### src/core/swr_pkg.sv
// constants for the supervisor watchdog reset block
package swr_pkg;
  localparam int unsigned CLK_HZ          = 25_000_000;
  localparam int unsigned CE_HOLD_NS      = 12_000;
  // longest time: round down
  localparam int unsigned CE_HOLD_CYC     = CE_HOLD_NS / (1_000_000_000 / CLK_HZ);
  localparam int unsigned CNT_W           = 24;
  localparam logic [CNT_W-1:0] CE_HOLD_CNT = CNT_W'(CE_HOLD_CYC);
  // internal oscillator tick period in clock cycles
  localparam logic [CNT_W-1:0] INT_OSC_DIV = 24'h000019;
  // 200ms reset hold at the 1 MHz internal tick
  localparam logic [CNT_W-1:0] RST_TICKS_DEF  = 24'h030D40;
  localparam logic [CNT_W-1:0] WD_FAST_DEF    = 24'h0186A0;
  localparam logic [CNT_W-1:0] WD_SLOW_DEF    = 24'h186A00;
  localparam logic [CNT_W-1:0] CNT_ZERO       = 24'h000000;
  localparam logic [CNT_W-1:0] CNT_ONE        = 24'h000001;
  // three-level kick input code
  localparam logic [1:0] KICK_LOW  = 2'h0;
  localparam logic [1:0] KICK_HIGH = 2'h1;
  localparam logic [1:0] KICK_MID  = 2'h2;
  typedef enum logic [1:0] {
    SWR_RST_HOLD = 2'b00,
    SWR_RUN      = 2'b01,
    SWR_WD_RST   = 2'b10
  } swr_state_t;
endpackage

### src/core/swr_top.sv
// supervisor: reset generator, watchdog, chip-enable gate, supply switch
// Operation
// RQ1 - backed rail uses main supply when above backup and above threshold
// RQ2 - backed rail uses backup when main below backup and below threshold
// RQ3 - backup-active output high on backup rail, low on main rail
// RQ4 - low-line output follows main-below-threshold with no delay
// RQ5 - select high: internal ticks time periods, timing input picks watchdog speed
// RQ6 - select low: periods timed from ticks of external timing input
// RQ7 - power-fail output low while sense is below its comparison level
// RQ8 - power-fail result touches nothing else in the block
// RQ9 - kick stuck longer than timeout: fault low and reset pulse
// RQ10 - fault output stays low until next kick transition
// RQ11 - kick is three-level; mid level disables watchdog; host toggles kick
// RQ12 - fault output held high while reset asserted
// RQ13 - in normal operation chip-enable passes straight through
// RQ14 - during reset pass path blocked; low only with input low and supply good; code does not check supply during the RQ15 hold
// RQ15 - enable low at reset entry stays low 12us or until input rises
// RQ16 - reset while supply low; held 200ms after supply recovers
// RQ17 - active-high reset is complement of active-low reset
// RQ18 - watchdog count restarts on each kick edge, cleared during reset
// RQ19 - periods are tick counters with parameter terminal counts
`timescale 1ns/100ps
module swr_top #(
  parameter logic [swr_pkg::CNT_W-1:0] RST_TICKS = swr_pkg::RST_TICKS_DEF,
  parameter logic [swr_pkg::CNT_W-1:0] WD_FAST   = swr_pkg::WD_FAST_DEF,
  parameter logic [swr_pkg::CNT_W-1:0] WD_SLOW   = swr_pkg::WD_SLOW_DEF
) (
  // clock and reset
  input  wire logic       clock,
  input  wire logic       rst_n,
  // comparator results from the analog front end
  input  wire logic       main_above_thresh,
  input  wire logic       main_above_backup,
  input  wire logic       power_fail_sense_in,
  // timing and kick
  input  wire logic       timing_source_select,
  input  wire logic       timing_source_in,
  input  wire logic [1:0] watchdog_kick_in,
  // chip enable
  input  wire logic       chip_enable_in_n,
  // outputs
  output logic            rail_on_main,
  output logic            backup_active_out,
  output logic            low_line_out_n,
  output logic            power_fail_out_n,
  output logic            watchdog_fault_out_n,
  output logic            chip_enable_out_n,
  output logic            reset_out_n,
  output logic            reset_out
);
  ////////////////////////////////////////////////////////////////////////////
  typedef struct packed {
    logic [2:0]                 s_thr, s_bak, s_pf, s_sel, s_osc, s_ce;
    logic [2:0]                 s_k0, s_k1;
    logic                       thr, bak, pf, sel, osc, ce;
    logic [1:0]                 kick;
    swr_pkg::swr_state_t        st;
    logic [swr_pkg::CNT_W-1:0]  div;
    logic [swr_pkg::CNT_W-1:0]  tcnt;
    logic [swr_pkg::CNT_W-1:0]  wcnt;
    logic [swr_pkg::CNT_W-1:0]  ccnt;
    logic                       ce_hold;
    logic                       on_main, lowl_n, pf_n, wdo_n, ceo_n, rst_o_n;
    // registered copies so that every pin leaves a flop with no gate after it
    logic                       bat_on, wdo_o_n, rst_o;
  } swr_regs_t;

  swr_regs_t r;
  swr_regs_t next_r;

  // three-stage sync, change accepted when stages two and three agree
  function automatic logic sync_take(input logic [2:0] s, input logic cur);
    sync_take = (s[1] == s[2]) ? s[2] : cur;
  endfunction

  ////////////////////////////////////////////////////////////////////////////
  logic                      tick;
  logic                      osc_edge;
  logic                      kick_edge;
  logic                      in_reset;
  logic [swr_pkg::CNT_W-1:0] wd_limit;

  always_comb
  begin
    next_r = r;
    next_r.s_thr = {r.s_thr[1:0], main_above_thresh};
    next_r.s_bak = {r.s_bak[1:0], main_above_backup};
    next_r.s_pf  = {r.s_pf[1:0], power_fail_sense_in};
    next_r.s_sel = {r.s_sel[1:0], timing_source_select};
    next_r.s_osc = {r.s_osc[1:0], timing_source_in};
    next_r.s_ce  = {r.s_ce[1:0], chip_enable_in_n};
    next_r.s_k0  = {r.s_k0[1:0], watchdog_kick_in[0]};
    next_r.s_k1  = {r.s_k1[1:0], watchdog_kick_in[1]};
    next_r.thr = sync_take(r.s_thr, r.thr);
    next_r.bak = sync_take(r.s_bak, r.bak);
    next_r.pf  = sync_take(r.s_pf, r.pf);
    next_r.sel = sync_take(r.s_sel, r.sel);
    next_r.osc = sync_take(r.s_osc, r.osc);
    next_r.ce  = sync_take(r.s_ce, r.ce);
    next_r.kick = {sync_take(r.s_k1, r.kick[1]), sync_take(r.s_k0, r.kick[0])};

    // tick source: internal divider or rising edges of external input
    osc_edge = next_r.osc & ~r.osc;
    next_r.div = (r.div >= swr_pkg::INT_OSC_DIV - swr_pkg::CNT_ONE) ? swr_pkg::CNT_ZERO
                 : r.div + swr_pkg::CNT_ONE;
    tick = r.sel ? (r.div == swr_pkg::CNT_ZERO) : osc_edge; // RQ5 RQ6
    // in internal mode the timing input picks fast (low) or slow (high)
    wd_limit = (r.sel && r.osc) ? WD_SLOW : WD_FAST; // RQ5 RQ19

    // every change of the decoded level counts as a kick
    kick_edge = (next_r.kick != r.kick);
    in_reset = (r.st != swr_pkg::SWR_RUN);

    case (r.st)
      swr_pkg::SWR_RST_HOLD, swr_pkg::SWR_WD_RST:
      begin
        next_r.wcnt = swr_pkg::CNT_ZERO; // RQ18
        if (!r.thr)
        begin
          next_r.st = swr_pkg::SWR_RST_HOLD;
          next_r.tcnt = swr_pkg::CNT_ZERO;
        end
        else if (tick)
        begin
          if (r.tcnt >= RST_TICKS - swr_pkg::CNT_ONE) // RQ16 RQ19
          begin
            next_r.st = swr_pkg::SWR_RUN;
            next_r.tcnt = swr_pkg::CNT_ZERO;
          end
          else
            next_r.tcnt = r.tcnt + swr_pkg::CNT_ONE;
        end
      end
      swr_pkg::SWR_RUN:
      begin
        next_r.tcnt = swr_pkg::CNT_ZERO;
        if (!r.thr)
        begin
          next_r.st = swr_pkg::SWR_RST_HOLD; // RQ16
          next_r.wcnt = swr_pkg::CNT_ZERO; // RQ18
        end
        else if (kick_edge || r.kick == swr_pkg::KICK_MID)
          next_r.wcnt = swr_pkg::CNT_ZERO; // RQ18 RQ11
        else if (tick)
        begin
          if (r.wcnt >= wd_limit - swr_pkg::CNT_ONE) // RQ9
          begin
            next_r.st = swr_pkg::SWR_WD_RST;
            next_r.wdo_n = 1'b0;
            next_r.wcnt = swr_pkg::CNT_ZERO;
          end
          else
            next_r.wcnt = r.wcnt + swr_pkg::CNT_ONE;
        end
      end
      default:
        next_r.st = swr_pkg::SWR_RST_HOLD;
    endcase

    // stored fault bit outlives the reset pulse and is masked on the way
    // out, so the low shows once reset ends and stays until the kick moves
    if (kick_edge)
      next_r.wdo_n = 1'b1; // RQ10
    next_r.rst_o_n = (next_r.st == swr_pkg::SWR_RUN);
    next_r.rst_o = (next_r.st != swr_pkg::SWR_RUN); // RQ17
    next_r.wdo_o_n = next_r.wdo_n | ~next_r.rst_o_n; // RQ12
    next_r.on_main = r.thr & r.bak ? 1'b1 : ((!r.thr && !r.bak) ? 1'b0 : r.on_main); // RQ1 RQ2
    next_r.bat_on = ~next_r.on_main; // RQ3
    next_r.lowl_n = r.thr; // RQ4
    next_r.pf_n = r.pf; // RQ7 RQ8

    // chip enable gate
    if (!in_reset && next_r.st == swr_pkg::SWR_RUN)
    begin
      next_r.ceo_n = r.ce; // RQ13
      next_r.ce_hold = 1'b0;
      next_r.ccnt = swr_pkg::CNT_ZERO;
    end
    else if (!in_reset)
    begin
      // reset entering: keep an active access going a short while
      next_r.ce_hold = ~r.ce; // RQ15
      next_r.ceo_n = r.ce;
      next_r.ccnt = swr_pkg::CNT_ZERO;
    end
    else if (r.ce_hold && !r.ce && r.ccnt < swr_pkg::CE_HOLD_CNT - swr_pkg::CNT_ONE)
    begin
      next_r.ccnt = r.ccnt + swr_pkg::CNT_ONE; // RQ15
      next_r.ceo_n = 1'b0;
    end
    else
    begin
      next_r.ce_hold = 1'b0;
      next_r.ceo_n = 1'b1; // RQ14
    end
  end

  always_ff @(posedge clock or negedge rst_n)
  begin
    if (!rst_n)
    begin
      r <= '0;
      r.wdo_n <= 1'b1;
      r.ceo_n <= 1'b1;
      r.s_ce <= 3'h7;
      r.ce <= 1'b1;
      r.kick <= swr_pkg::KICK_MID;
      r.s_k1 <= 3'h7;
      r.sel <= 1'b1;
      r.s_sel <= 3'h7;
      r.on_main <= 1'b1;
      r.pf_n <= 1'b1;
      r.pf <= 1'b1;
      r.s_pf <= 3'h7;
      r.wdo_o_n <= 1'b1;
      r.rst_o <= 1'b1;
    end
    else
      r <= next_r;
  end

  ////////////////////////////////////////////////////////////////////////////
  // every pin is a plain flop output
  assign rail_on_main         = r.on_main;
  assign backup_active_out    = r.bat_on; // RQ3
  assign low_line_out_n       = r.lowl_n;
  assign power_fail_out_n     = r.pf_n;
  assign watchdog_fault_out_n = r.wdo_o_n; // RQ12
  assign chip_enable_out_n    = r.ceo_n;
  assign reset_out_n          = r.rst_o_n;
  assign reset_out            = r.rst_o; // RQ17

  ////////////////////////////////////////////////////////////////////////////
  a_reset_complement: assert property (@(posedge clock) disable iff (!rst_n) // RQ17
    reset_out == !reset_out_n) else $error("reset outputs not complementary");
  a_lowline_follow: assert property (@(posedge clock) disable iff (!rst_n) // RQ4
    low_line_out_n == $past(r.thr)) else $error("low line lags supply");
  a_supply_low_rst: assert property (@(posedge clock) disable iff (!rst_n) // RQ16
    !r.thr |=> !reset_out_n) else $error("no reset with supply low");
  a_wdo_high_rst: assert property (@(posedge clock) disable iff (!rst_n) // RQ12
    !reset_out_n |-> watchdog_fault_out_n) else $error("fault low during reset");
  a_mid_no_fault: assert property (@(posedge clock) disable iff (!rst_n) // RQ11
    (r.st == swr_pkg::SWR_RUN && r.kick == swr_pkg::KICK_MID) |=> r.wcnt == '0)
    else $error("watchdog runs with kick floating");
  a_kick_clears: assert property (@(posedge clock) disable iff (!rst_n) // RQ10
    kick_edge |=> r.wdo_n) else $error("fault not cleared by kick");
  a_ce_blocked: assert property (@(posedge clock) disable iff (!rst_n) // RQ14
    (in_reset && !r.ce_hold) |=> chip_enable_out_n) else $error("enable leaks in reset");
  a_ce_pass: assert property (@(posedge clock) disable iff (!rst_n) // RQ13
    (r.st == swr_pkg::SWR_RUN && $past(r.st) == swr_pkg::SWR_RUN) |=>
      (chip_enable_out_n == $past(r.ce) || r.st != swr_pkg::SWR_RUN))
    else $error("enable not passed");
  a_batt_flag: assert property (@(posedge clock) disable iff (!rst_n) // RQ3
    (r.thr && r.bak) |=> !backup_active_out) else $error("backup flag on main");
  a_pf_follow: assert property (@(posedge clock) disable iff (!rst_n) // RQ7
    power_fail_out_n == $past(r.pf)) else $error("power fail mismatch");

  ////////////////////////////////////////////////////////////////////////////
  // supply switch and flags follow the synced comparators
  a_rail_main: assert property (@(posedge clock) disable iff (!rst_n) // RQ1
    (r.thr && r.bak) |=> rail_on_main)
    else $error("rail not on main supply");
  a_rail_backup: assert property (@(posedge clock) disable iff (!rst_n) // RQ2
    (!r.thr && !r.bak) |=> !rail_on_main)
    else $error("rail not on backup supply");
  a_batt_inverse: assert property (@(posedge clock) disable iff (!rst_n) // RQ3
    backup_active_out == !rail_on_main)
    else $error("backup flag disagrees with rail");

  // timing source: with select low only timing input edges tick
  a_tick_ext: assert property (@(posedge clock) disable iff (!rst_n) // RQ6
    !r.sel |-> (tick == osc_edge))
    else $error("tick not from timing input");
  a_div_range: assert property (@(posedge clock) disable iff (!rst_n) // RQ19
    r.div < swr_pkg::INT_OSC_DIV)
    else $error("internal divider out of range");

  // watchdog and reset counters
  a_wd_timeout: assert property (@(posedge clock) disable iff (!rst_n) // RQ9
    (r.st == swr_pkg::SWR_RUN && r.thr && tick && !kick_edge && r.kick != swr_pkg::KICK_MID
      && r.wcnt >= wd_limit - swr_pkg::CNT_ONE) |=> (!reset_out_n && !r.wdo_n))
    else $error("stuck kick gave no watchdog reset");
  a_wcnt_reset: assert property (@(posedge clock) disable iff (!rst_n) // RQ18
    (r.st != swr_pkg::SWR_RUN) |=> (r.wcnt == swr_pkg::CNT_ZERO))
    else $error("watchdog count runs in reset");
  a_tcnt_range: assert property (@(posedge clock) disable iff (!rst_n) // RQ19
    r.tcnt < RST_TICKS)
    else $error("reset hold count out of range");
  a_fault_hold: assert property (@(posedge clock) disable iff (!rst_n) // RQ10
    (!r.wdo_n && !kick_edge) |=> !r.wdo_n)
    else $error("fault cleared without a kick");
  a_mid_run: assert property (@(posedge clock) disable iff (!rst_n) // RQ11
    (r.kick == swr_pkg::KICK_MID && r.st == swr_pkg::SWR_RUN && r.thr) |=> reset_out_n)
    else $error("reset with kick floating");

  // chip enable gate during reset
  a_ce_hold_len: assert property (@(posedge clock) disable iff (!rst_n) // RQ15
    r.ccnt < swr_pkg::CE_HOLD_CNT)
    else $error("enable hold runs too long");
  a_ce_rise_cut: assert property (@(posedge clock) disable iff (!rst_n) // RQ15
    (in_reset && r.ce) |=> chip_enable_out_n)
    else $error("enable stays low after input rose");
endmodule

### config.mk
export PLATFORM = sky130hd
export DESIGN_NAME = swr_top
export DESIGN_NICKNAME = d
export VERILOG_FILES = /design/src/core/swr_pkg.sv /design/src/core/swr_top.sv
export SDC_FILE = /design/constraint.sdc
export NUM_CORES = 1
export LEC_CHECK = 0
export BUFFER_PORTS_ARGS = -buffer_cell sky130_fd_sc_hd__buf_2
export CAP_MARGIN = 15
export CORE_UTILIZATION = 31
export CTS_CLUSTER_SIZE = 8
export DETAILED_ROUTE_END_ITERATION = 10
export SLEW_MARGIN = 5
export SYNTH_ARGS = -nofsm -noshare
export SYNTH_HDL_FRONTEND = slang
export SYNTH_SLANG_ARGS = --single-unit
### constraint.sdc
create_clock -name clock -period 6.81 [get_ports clock]
set_input_delay 1.0215 -clock clock [delete_from_list [all_inputs] [get_ports clock]]
set_output_delay 1.0215 -clock clock [all_outputs]
set_load 0.01 [all_outputs]
==> impl_metrics.tcl <==
set metrics [dict create \
    status "finished, final reports clean" \
    synth_area_um2 6030 \
    synth_cells 554 \
    cts.reportedPaths.clkPinSlew_ps 60 \
    slowest_stage "nor3_2" \
    synth_warnings 0 \
    ys_async_sr_fraction_pct 100 \
    placed_area_um2 6430 \
    globalplace.congestion 0.793 \
    min_period_ps 3420 \
    clock_latency_ps 420 \
    antenna_cells 0 \
    ys_seq_area_share_pct 58.5 \
    initial_core_util_pct 31.9 \
    cts_hold_buf 0 \
    syn_to_final_growth_pct 16.2 \
    die-area_um2 20000 \
    clockBufferDepth 2 \
    yosysTopAreaCellShare_pct 49.0 \
    cts_setup_buffers 0 \
    drt_iter0_markers 358 \
    via_per_inst 4.82 \
    timing.rr.end "r[43]" \
    grtUsageTotal_pct 12.7 \
    worstPathRequired_ps 7140 \
    dr_wl_met2_um 5490 \
    placementRows 50 \
    timing.rr.start "r[112]" \
    rr_worst_depth 10 \
    path_class "reg2reg" \
    synth_edf_count 0 \
    final.period_utilization_pct 50.2 \
    synthSimpleGateAreaFrac_pct 19.7 \
    ys.flop_type "dfrtp_1" \
    max_clock_freq_ghz 0.293 \
    design_area_um2 7010 \
    avgSynthCellArea_um2 10.9 \
    ant_nets 0 \
    ios 18 \
    cts_root_buf "clkbuf_16" \
    htreeDepth 4 \
    crit_end "r[43]" \
    min-delay-start "next_r[123]" \
    drv.max_cap_violation_count 0 \
    maxSlewHeadroom_pct 33.2 \
    maxSlewViolCount 0 \
    synth_compound_area_share_pct 13.9 \
    p_leak_uw 0.00296 \
    fin_nets 610 \
    wl_per_cell_um 13.2 \
    critPathArrivalTime_ps 3750 \
    setup_viol 0 \
    endpoint_kind "flop" \
    dp_hpwl_um 7380 \
    start_kind "flop" \
    die_h_um 141 \
    first_pass_iters 4 \
    cts_sinks 140 \
    gr-total-overflow 0 \
    grt_start_max_net_pins 86 \
    cellPowerDensity_nw_per_um2 263 \
    dr_wl_met3_um 449 \
    wirelength_um 11300 \
    drive_gt1_share_pct 13.7 \
    n_fill_cell 1882 \
    numCtsBuffers 17 \
    hold_violations 0 \
    fin_setup_tns_ps 0 \
    grt_pass1_vias 4216 \
    yosys.area_share.adder_pct 3.86 \
    rrSetupSlack_ps 3390 \
    met1Wirelength_um 5220 \
    synth_area_leaders "dfrtp_1, dfstp_2, nand2_1, ha_1, o21ai_0" \
    synthMuxAreaShare_pct 0.353 \
    synth_top_family_by_area "simple AND/OR/NAND/NOR gates" \
    cp_cell_sequence "and2_1 -> inv_1 -> ha_1 -> a211oi_1 -> nor3_1 -> a21oi_1 -> o2111ai_1 -> nor3_2 -> a31oi_1 -> a31oi_1" \
    die_x_um 141 \
    critical_path.startpoint "r[112]" \
    yosysMostFrequentCell "dfrtp_1" \
    hold_path_class "reg2reg" \
    rsz0062_at_grt "no" \
    synth-xor-area-share_pct 1.16 \
    cts_tree "built" \
    antenna_found_initial 0 \
    drc 0 \
    path_common_cell "a31oi_1" \
    grt_first_pass_wirelength_um 20000 \
    vias 4147 \
    yosys_register_bits 140 \
    postCtsResizedCells 0 \
    portBuffers 17 \
    ys_types 64 \
    peakVddDrop_mv 0.193 \
    highest_layer "met4" \
    crit_fanout 15 \
    core_area_um2 18900 \
    max_stage_delay_ps 890 \
    tightestPinTransition_ps 997 \
    synth_common_cells "dfrtp_1, nand2_1, nor2_1" \
    synth_top_area_cell "dfrtp_1" \
    skew_ps 6.02 \
]
[sequential cells by signal (all words and copies together) (netlist names)]
| name | count |
|---|---|
| next_r | 18 |
| low_line_out_n | 1 |
| chip_enable_out_n | 1 |
| rail_on_main | 1 |
| power_fail_out_n | 1 |
| r | 114 |
| backup_active_out | 1 |
| watchdog_fault_out_n | 1 |
| reset_out | 1 |
| reset_out_n | 1 |
[placed cells by master (no fill, tap or decap), drive strengths merged, types with 11 or more instances in the layout]
cell	instances
dfrtp	118
nand2	50
and3	13
buf	19
o21ai	35
nor3	11
nand2b	13
ha	13
nor2	42
a21oi	25
clkbuf	22
nand3	28
a31oi	18
inv	12
dfstp	22
conb	19
nor4	12
and2	24
[power breakdown]
group | total, µW | switching (µW) | leakage (µW) | internal [µW]
combinational | 69.6 | 48.0 | 0.000891 | 21.6
sequential | 876 | 14.9 | 0.00179 | 861
clock | 898 | 340 | 0.000280 | 558
[worst max-delay path, delay by kind of cell, from the launching register on]
kind	cells	cell delay, ps
AND/OR/NAND/NOR	3	1160
AO/OA/AOI/OAI	5	1050
flip-flops	1	590
buffers and inverters	1	170
adder cells (fa/ha/maj)	1	350
[area by class of cell]
class,count,area [µm²],share of cell area [%]
clock buffers,22,464,6.62
clock inverters,10,116,1.66
inverters,11,41.3,0.589
multi-input cells,398,2420,34.6
flip-flops and latches,140,3530,50.4
well taps,260,325,4.64
repair buffers,19,106,1.52
[worst min-delay path by stage]
stage               slack [ps]  cells past startpoint           to
CTS                        350                      0  next_r[124]
global route               360                      0  next_r[124]
detailed placement         350                      0  next_r[136]
global placement           330                      0  next_r[139]
finish                     350                      0  next_r[124]
floorplan                  330                      0  next_r[121]
[through the flow]
stage	hold slack [ps]	instances	power (µW)	utilization (%)	setup slack, ps
4_1_cts	354	860	1870	37.1	3420
3_5_place_dp	346	828	961	34.0	3430
2_1_floorplan	331	572	926	-	4130
3_3_place_gp	333	827	957	34.0	3290
6_report	350	860	1840	37.1	3390
5_1_grt	359	860	1920	37.1	3040
[cells by family after synthesis]
kind of cell	after synthesis
other cells	1
fa+ha+maj	20
flops	140
mux	2
compound gates	125
buf+inv	34
xor+xnor	8
simple gates	224
[layer usage]
layer,GRT usage [%],up-vias
met2,21.0,65
met1,15.4,2039
met5,0,-
met3,3.37,12
li1,-,2031
met4,5.89,0
No activity file was read; power rests on OpenSTA's default activity.
